$ cat src/logic/ccgb_pkg.sv
// Purpose: constants for the colour channel gain bank
// Assumes: register index space of the serial register port, 16-bit data
// Notes: gain fields are 12 bits; bits 15:12 read as zero
// Operation
// - digital bits 11:9 each double the gain
// - analog bits 8:7 each double initial gain
// - bits 6:0 times 1/32, reset 0x20
// - analog and digital bits reset to zero
// - global gain read returns first-green register
`default_nettype none
package ccgb_pkg;
    localparam int ADDR_W = 8;
    localparam int DATA_W = 16;
    localparam int GAIN_W = 12;
    localparam int TOTAL_W = 12;
    localparam logic [ADDR_W-1:0] BLUE_GAIN_IDX = 8'h2c;
    localparam logic [ADDR_W-1:0] RED_GAIN_IDX = 8'h2d;
    localparam logic [ADDR_W-1:0] SECOND_GREEN_CHANNEL_GAIN_IDX = 8'h2e;
    localparam logic [ADDR_W-1:0] ALL_GAIN_IDX = 8'h3f;
    localparam int DIG_MSB = 11;
    localparam int DIG_LSB = 9;
    localparam int ANA_MSB = 8;
    localparam int ANA_LSB = 7;
    localparam int INIT_MSB = 6;
    localparam int INIT_LSB = 0;
    localparam logic [GAIN_W-1:0] GAIN_RESET = 12'h020;
    localparam logic [DATA_W-1:0] UNMAPPED_READ = 16'h0000;
    typedef enum logic [1:0] {CCGB_BLUE, CCGB_RED, CCGB_GREEN2} ccgb_chan_t;
endpackage
`default_nettype wire

$ cat src/logic/ccgb_gain_decode.sv
// Purpose: turn one 12-bit gain code into a linear gain
// Assumes: result in units of 1/32 (0x20 is unity)
// Notes: combinational, pure shift since every stage is a power of two
`timescale 1ns/1ps
`default_nettype none
module ccgb_gain_decode
    import ccgb_pkg::*;
(
    // gain code
    input wire logic [ccgb_pkg::GAIN_W-1:0] code_i,
    // decoded gains
    output logic [ccgb_pkg::TOTAL_W-1:0] analog_o,
    output logic [ccgb_pkg::TOTAL_W-1:0] total_o
);
    import ccgb_pkg::*;

    wire logic [6:0] init_gain;
    wire logic [1:0] ana_shift;
    wire logic [2:0] dig_shift;
    wire logic [2:0] all_shift;
    wire logic [TOTAL_W-1:0] init_wide;

    assign init_gain = code_i[INIT_MSB:INIT_LSB];
    assign ana_shift = 2'(code_i[ANA_LSB]) + 2'(code_i[ANA_MSB]);
    assign dig_shift = 3'(code_i[DIG_LSB]) + 3'(code_i[DIG_LSB+1]) + 3'(code_i[DIG_MSB]);
    assign all_shift = 3'(ana_shift) + dig_shift;
    assign init_wide = TOTAL_W'(init_gain);
    assign analog_o = init_wide << ana_shift;
    assign total_o = init_wide << all_shift;
endmodule
`default_nettype wire

$ cat src/logic/ccgb_bank.sv
// Purpose: blue, red and second-green gain registers with frame-synced copies
// Assumes: register port is the word side of the two-wire serial engine,
//          frame_start_i is a one-cycle pulse on ref_clk_i
// Notes: writes land in a staging copy; the working copy loads at frame start
//        a global write loads all three staging registers
`timescale 1ns/1ps
`default_nettype none
module ccgb_bank
    import ccgb_pkg::*;
(
    // clock and reset
    input wire logic ref_clk_i,
    input wire logic nrst_i,
    // register port from the serial engine
    input wire logic [ccgb_pkg::ADDR_W-1:0] reg_addr_i,
    input wire logic [ccgb_pkg::DATA_W-1:0] reg_wdata_i,
    input wire logic reg_wr_i,
    input wire logic reg_rd_i,
    output logic [ccgb_pkg::DATA_W-1:0] reg_rdata_o,
    output logic reg_rvalid_o,
    // first-green register held elsewhere
    input wire logic [ccgb_pkg::GAIN_W-1:0] green1_gain_i,
    // frame timing
    input wire logic frame_start_i,
    // working gain codes, loaded at frame start
    output logic [ccgb_pkg::GAIN_W-1:0] blue_gain_o,
    output logic [ccgb_pkg::GAIN_W-1:0] red_gain_o,
    output logic [ccgb_pkg::GAIN_W-1:0] second_green_channel_gain_o,
    // decoded analog and total gains, 1/32 units
    output logic [ccgb_pkg::TOTAL_W-1:0] blue_analog_o,
    output logic [ccgb_pkg::TOTAL_W-1:0] red_analog_o,
    output logic [ccgb_pkg::TOTAL_W-1:0] green2_analog_o,
    output logic [ccgb_pkg::TOTAL_W-1:0] blue_total_o,
    output logic [ccgb_pkg::TOTAL_W-1:0] red_total_o,
    output logic [ccgb_pkg::TOTAL_W-1:0] green2_total_o,
    // pending writes not yet applied
    output logic update_pending_o
);
    import ccgb_pkg::*;

    // zero-extend a gain code to the register word
    function automatic logic [DATA_W-1:0] widen(input logic [GAIN_W-1:0] g);
        widen = DATA_W'(g);
    endfunction

    // value loaded at frame start: a write in the same cycle wins
    function automatic logic [GAIN_W-1:0] frame_load(
        input logic wr,
        input logic [GAIN_W-1:0] wdata,
        input logic [GAIN_W-1:0] staged
    );
        frame_load = wr ? wdata : staged;
    endfunction

    // index names this channel or the global alias
    function automatic logic chan_hit(
        input logic [ADDR_W-1:0] addr,
        input logic [ADDR_W-1:0] idx
    );
        chan_hit = (addr == idx) || (addr == ALL_GAIN_IDX);
    endfunction

    logic [GAIN_W-1:0] blue_channel_gain;
    logic [GAIN_W-1:0] red_channel_gain;
    logic [GAIN_W-1:0] second_green_channel_gain;
    logic [GAIN_W-1:0] blue_work;
    logic [GAIN_W-1:0] red_work;
    logic [GAIN_W-1:0] green2_work;
    logic pending;
    logic [DATA_W-1:0] rdata;
    logic rvalid;

    wire logic hit_blue;
    wire logic hit_red;
    wire logic hit_green2;
    wire logic hit_all;
    wire logic wr_blue;
    wire logic wr_red;
    wire logic wr_green2;
    wire logic any_wr;
    wire logic [GAIN_W-1:0] wr_gain;
    wire logic [DATA_W-1:0] next_rdata;
    wire logic [GAIN_W-1:0] next_blue_work;
    wire logic [GAIN_W-1:0] next_red_work;
    wire logic [GAIN_W-1:0] next_green2_work;
    wire logic next_pending;
    wire logic next_rvalid;

    // address decode
    assign hit_blue = reg_addr_i == BLUE_GAIN_IDX;
    assign hit_red = reg_addr_i == RED_GAIN_IDX;
    assign hit_green2 = reg_addr_i == SECOND_GREEN_CHANNEL_GAIN_IDX;
    assign hit_all = reg_addr_i == ALL_GAIN_IDX;
    // a global write sets every colour channel here
    assign wr_blue = reg_wr_i & chan_hit(reg_addr_i, BLUE_GAIN_IDX);
    assign wr_red = reg_wr_i & chan_hit(reg_addr_i, RED_GAIN_IDX);
    assign wr_green2 = reg_wr_i & chan_hit(reg_addr_i, SECOND_GREEN_CHANNEL_GAIN_IDX);
    assign any_wr = wr_blue | wr_red | wr_green2;
    assign wr_gain = reg_wdata_i[GAIN_W-1:0];

    // working values offered at each frame start
    assign next_blue_work = frame_load(wr_blue, wr_gain, blue_channel_gain);
    assign next_red_work = frame_load(wr_red, wr_gain, red_channel_gain);
    assign next_green2_work = frame_load(wr_green2, wr_gain, second_green_channel_gain);

    // pending: a write in the frame-start cycle is applied at once
    assign next_pending = frame_start_i ? 1'b0 : (any_wr | pending);
    assign next_rvalid = reg_rd_i;

    // read mux, upper bits zero
    assign next_rdata = hit_blue ? widen(blue_channel_gain) :
                        hit_red ? widen(red_channel_gain) :
                        hit_green2 ? widen(second_green_channel_gain) :
                        hit_all ? widen(green1_gain_i) :
                        UNMAPPED_READ;

    // blue staging register written by software
    always_ff @(posedge ref_clk_i) begin
        if (!nrst_i) begin
            blue_channel_gain <= GAIN_RESET;
        end else if (wr_blue) begin
            blue_channel_gain <= wr_gain;
        end
    end

    // red staging register written by software
    always_ff @(posedge ref_clk_i) begin
        if (!nrst_i) begin
            red_channel_gain <= GAIN_RESET;
        end else if (wr_red) begin
            red_channel_gain <= wr_gain;
        end
    end

    // second-green staging register written by software
    always_ff @(posedge ref_clk_i) begin
        if (!nrst_i) begin
            second_green_channel_gain <= GAIN_RESET;
        end else if (wr_green2) begin
            second_green_channel_gain <= wr_gain;
        end
    end

    // blue working copy, changes only at frame start
    always_ff @(posedge ref_clk_i) begin
        if (!nrst_i) begin
            blue_work <= GAIN_RESET;
        end else if (frame_start_i) begin
            blue_work <= next_blue_work;
        end
    end

    // red working copy, changes only at frame start
    always_ff @(posedge ref_clk_i) begin
        if (!nrst_i) begin
            red_work <= GAIN_RESET;
        end else if (frame_start_i) begin
            red_work <= next_red_work;
        end
    end

    // second-green working copy, changes only at frame start
    always_ff @(posedge ref_clk_i) begin
        if (!nrst_i) begin
            green2_work <= GAIN_RESET;
        end else if (frame_start_i) begin
            green2_work <= next_green2_work;
        end
    end

    // pending flag for software polling
    always_ff @(posedge ref_clk_i) begin
        if (!nrst_i) begin
            pending <= 1'b0;
        end else begin
            pending <= next_pending;
        end
    end

    // read data, captured on the strobe and held until the next read
    always_ff @(posedge ref_clk_i) begin
        if (!nrst_i) begin
            rdata <= UNMAPPED_READ;
        end else if (reg_rd_i) begin
            rdata <= next_rdata;
        end
    end

    // read answer one cycle after the strobe
    always_ff @(posedge ref_clk_i) begin
        if (!nrst_i) begin
            rvalid <= 1'b0;
        end else begin
            rvalid <= next_rvalid;
        end
    end

    ccgb_gain_decode u_blue_dec (
        .code_i(blue_work),
        .analog_o(blue_analog_o),
        .total_o(blue_total_o)
    );

    ccgb_gain_decode u_red_dec (
        .code_i(red_work),
        .analog_o(red_analog_o),
        .total_o(red_total_o)
    );

    ccgb_gain_decode u_green2_dec (
        .code_i(green2_work),
        .analog_o(green2_analog_o),
        .total_o(green2_total_o)
    );

    // outputs straight from flip-flops
    assign blue_gain_o = blue_work;
    assign red_gain_o = red_work;
    assign second_green_channel_gain_o = green2_work;
    assign update_pending_o = pending;
    assign reg_rdata_o = rdata;
    assign reg_rvalid_o = rvalid;
endmodule
`default_nettype wire

$ cat config.mk
export PLATFORM = sky130hd
export DESIGN_NAME = ccgb_bank
export DESIGN_NICKNAME = d
export VERILOG_FILES = /design/src/logic/ccgb_pkg.sv /design/src/logic/ccgb_gain_decode.sv /design/src/logic/ccgb_bank.sv
export SDC_FILE = /design/constraint.sdc
export NUM_CORES = 1
export LEC_CHECK = 0
export BUFFER_PORTS_ARGS = -buffer_cell sky130_fd_sc_hd__buf_2
export CORE_MARGIN = 3
export CORE_UTILIZATION = 30
export DETAILED_ROUTE_END_ITERATION = 10
export GPL_TIMING_DRIVEN = 0
export PLACE_DENSITY = 0.61
export SLEW_MARGIN = 30
export SYNTH_ARGS = -nofsm -noshare
export SYNTH_HDL_FRONTEND = slang
export SYNTH_HIERARCHICAL = 1
export SYNTH_SLANG_ARGS = --single-unit
$ cat constraint.sdc
create_clock -name ref_clk_i -period 4.35 [get_ports ref_clk_i]
set_clock_uncertainty 0.05 [all_clocks]
set_input_delay 0.87 -clock ref_clk_i [delete_from_list [all_inputs] [get_ports ref_clk_i]]
set_output_delay 0.87 -clock ref_clk_i [all_outputs]
set_load 0.02 [all_outputs]
==> impl_metrics.py <==
metrics = {
    "status": {
        "status": "finished, final reports clean",
    },
    "sta": {
        "tns_ps": 0,
        "fin_crit_ps": 4240,
        "timing.final.ws_setup_ps": 110,
        "max_slew_margin_pct": 45.6,
        "hold_viol_final": 0,
        "grt_setup_unrepaired": "no",
        "drv_slew": 0,
        "period_share_pct": 97.5,
        "max_freq_mhz": 236,
        "setup_viol": 0,
        "worst_pin_slew_ps": 795,
    },
    "flow_run": {
        "cap_violations": 0,
    },
    "pwr": {
        "vdd_drop_max_v": 0.000211,
        "power_frac_comb_pct": 27.3,
        "p_leak_nw": 2.98,
        "powerDensity_nw_per_um2": 327,
        "internal_power_mw": 1.49,
        "switchingPower_uw": 684,
        "p_clk_share_pct": 33.9,
        "power_frac_seq_pct": 38.8,
        "p_sw_share_pct": 31.5,
        "p_total_mw": 2.17,
    },
    "clocking": {
        "cts_tree": "done",
        "clockBufferDepth": 2,
        "clk_pin_slew_ps": 60,
        "cts_root_buf": "clkbuf_16",
        "worstSkewPairLatency_ps": 330,
        "htreeDepth": 3,
        "numCtsBuffers": 9,
        "clock-sinks": 86,
        "cts_hold_buffers": 0,
    },
    "finish": {
        "drive_above_1_share_pct": 31.7,
        "area_delta_synth_final_pct": 27.4,
        "nNetsFinal": 808,
        "final_area_sq_um": 6630,
        "final_util_pct": 39.6,
    },
    "drt": {
        "vias_per_cell": 5.07,
        "drt_first_pass_iters": 7,
        "antenna_left": 0,
        "drtIter0Drc": 312,
        "drt_wl_total_um": 16700,
        "avgRoutedWirePerCell_um": 17.1,
        "drc": 0,
        "via_count": 4978,
    },
    "min_path": {
        "min_from": "second_green_channel_gain[2]$_SDFF_PN0_",
        "min_path_type": "reg -> reg",
    },
    "floorplanning": {
        "core-area_sq_um": 16800,
        "rows": 47,
        "die_h_um": 138,
        "dieWidth_um": 138,
        "ioPinCount": 167,
        "dieArea_sq_um": 19000,
        "start_util_pct": 31.1,
    },
    "worst_setup_path": {
        "worstSetupStartpointType": "flop",
        "cp.required_ps": 3430,
        "slowest_stage": "fa_1",
        "endpoint_kind": "output port",
        "crit_fanout": 10,
        "criticalPathCategory": "reg -> out",
        "cp-startpoint": "second_green_channel_gain_o[7]$_SDFFE_PN0P_",
        "slowest_delay_ps": 480,
        "r2r_start": "red_gain_o[5]$_SDFFE_PN1P_",
        "crit_arrival_ps": 3320,
        "timing.critical_path.max_delay_family": "adder cells",
        "worstPathCellList": "ha_4 -> buf_6 -> inv_1 -> fa_1 -> inv_1 -> ha_1 -> fa_1 -> buf_4 -> buf_6 -> mux4_2 -> mux2_2 -> buf_2",
        "path_buf_inv": 6,
    },
    "global_route": {
        "grtUsageTotal_pct": 17.3,
        "antenna_found_initial": 1,
        "grt_start_max_net_pins": 14,
        "grt_remaining_overflow": 0,
        "grt_pass1_vias": 4781,
        "grt_pass1_wl_um": 25600,
    },
    "synthesis": {
        "syn_area_sq_um": 5210,
        "synthCells": 584,
        "synth-main-ff-cell": "dfxtp_1",
        "synthArstFlopShare_pct": 0,
        "ys_seq_elements": 86,
        "synth.avg_cell_area_sq_um": 8.91,
        "yosysUniqueCellTypes": 59,
        "synth_warnings": 6,
        "synth-edff-count": 0,
        "seq_area_frac_synth_pct": 33.1,
    },
    "place": {
        "portBuffers": 151,
        "gp_congestion": 0.829,
        "hpwlAfterDp_um": 12900,
        "place_ws_ps": 246,
        "dpl_cell_area_sq_um": 6260,
    },
}
-- synth_stat cells, drive strengths merged (5+ instances only) --
cell	number	area, sq um
fa	6	120
a31oi	14	87.6
clkbuf	29	109
nand2b	12	75.1
a211oi	16	120
nor3	7	35.0
o21ai	37	185
mux2	20	248
nor2	60	225
o22ai	5	31.3
nor2b	14	87.6
a21oi	35	179
a21boi	5	37.5
ha	6	75.1
o221ai	12	105
nand2	22	82.6
nand3b	5	37.5
buf	32	243
dfxtp	86	1720
inv	22	82.6
mux2i	78	810
a22oi	7	52.6
-- path summary, 6_finish.rpt --
kind                                                     to  slack [ps]  cells after the start
worst max register to register   red_gain_o[5]$_SDFFE_PN1P_        3300                      2
worst max-delay path                      green2_total_o[6]         110                     12
worst min register to register  reg_rdata_o[2]$_SDFFE_PN0P_         430                      2
worst min-delay path            reg_rdata_o[2]$_SDFFE_PN0P_         430                      2
-- cells by family (layout without fill, tap and decap cells) --
family / count (synthesis) / count (layout) / share of synthesized area, %
xor+xnor: 2 / 2 / 0.337
compound gates: 148 / 148 / 18.0
flops: 86 / 86 / 33.1
fa+ha+maj: 12 / 12 / 3.75
other cells: 4 / 11 / 0.288
mux: 102 / 102 / 22.0
simple gates: 147 / 147 / 14.2
buf+inv: 83 / 253 / 8.34
-- sequential cells by signal, summed over array words and instances, names as in the netlist --
register	count
blue_channel_gain	12
blue_gain_o	12
red_channel_gain	12
red_gain_o	12
reg_rdata_o	12
second_green_channel_gain	12
second_green_channel_gain_o	12
reg_rvalid_o	1
update_pending_o	1
-- area by class of cell --
cell class,count,area [sq um]
well taps,220,275
fillers,1780,10100
repair buffers,154,781
clock buffers,13,270
inverters,22,82.6
clock inverters,3,17.5
multi-input cells,421,3110
flip-flops and latches,86,1730
plain buffers,61,372
diodes,1,2.50
-- power groups by stage --
stage               combinational (mW)  clock, mW  sequential [mW]
finish                           0.592      0.735            0.841
CTS                              0.588      0.745            0.840
global placement                 0.578          0            0.857
global route                     0.643      0.781            0.845
floorplan                        0.391          0            0.872
detailed placement               0.579          0            0.857
-- layout by cell type (no fill, tap or decap), types with 13 or more instances in the layout --
cell | Yosys | routed
inv_1 | 21 | 21
nor2_1 | 60 | 60
a21oi_1 | 34 | 33
buf_2 | 11 | 159
nand2_1 | 22 | 22
a211oi_1 | 16 | 16
buf_4 | 13 | 16
clkbuf_1 | 29 | 30
a31oi_1 | 14 | 14
nor2b_1 | 14 | 14
dfxtp_1 | 86 | 82
mux2_2 | 14 | 13
o21ai_0 | 29 | 29
mux2i_1 | 75 | 75
-- what timing repair did --
action,CTS,global route
setup buffers,3,0
gates resized for setup,4,11
gates cloned,0,0
setup endpoints to repair,16,14
pin swaps,1,1
-- through the flow --
stage	hold slack [ps]	cells
after global routing	463	981
final	431	981
after floorplan	399	590
after global placement	420	961
after detailed placement	427	961
after CTS	433	980
-- worst min-delay path, stage by stage, from the launching register on --
cell,delay (ps)
dfxtp_1,310
nand2_1,50
a31oi_1,70
-- per-layer routing --
metal  routed length [um]  track usage [%]  vias to the layer above
met5                    0                0                        -
met4                  182             3.79                        0
met3                 1430             5.37                       15
met2                 7520             27.2                      182
met1                 7610             23.5                     2364
li1                     -                -                     2417
(Power assumes the default switching activity.)
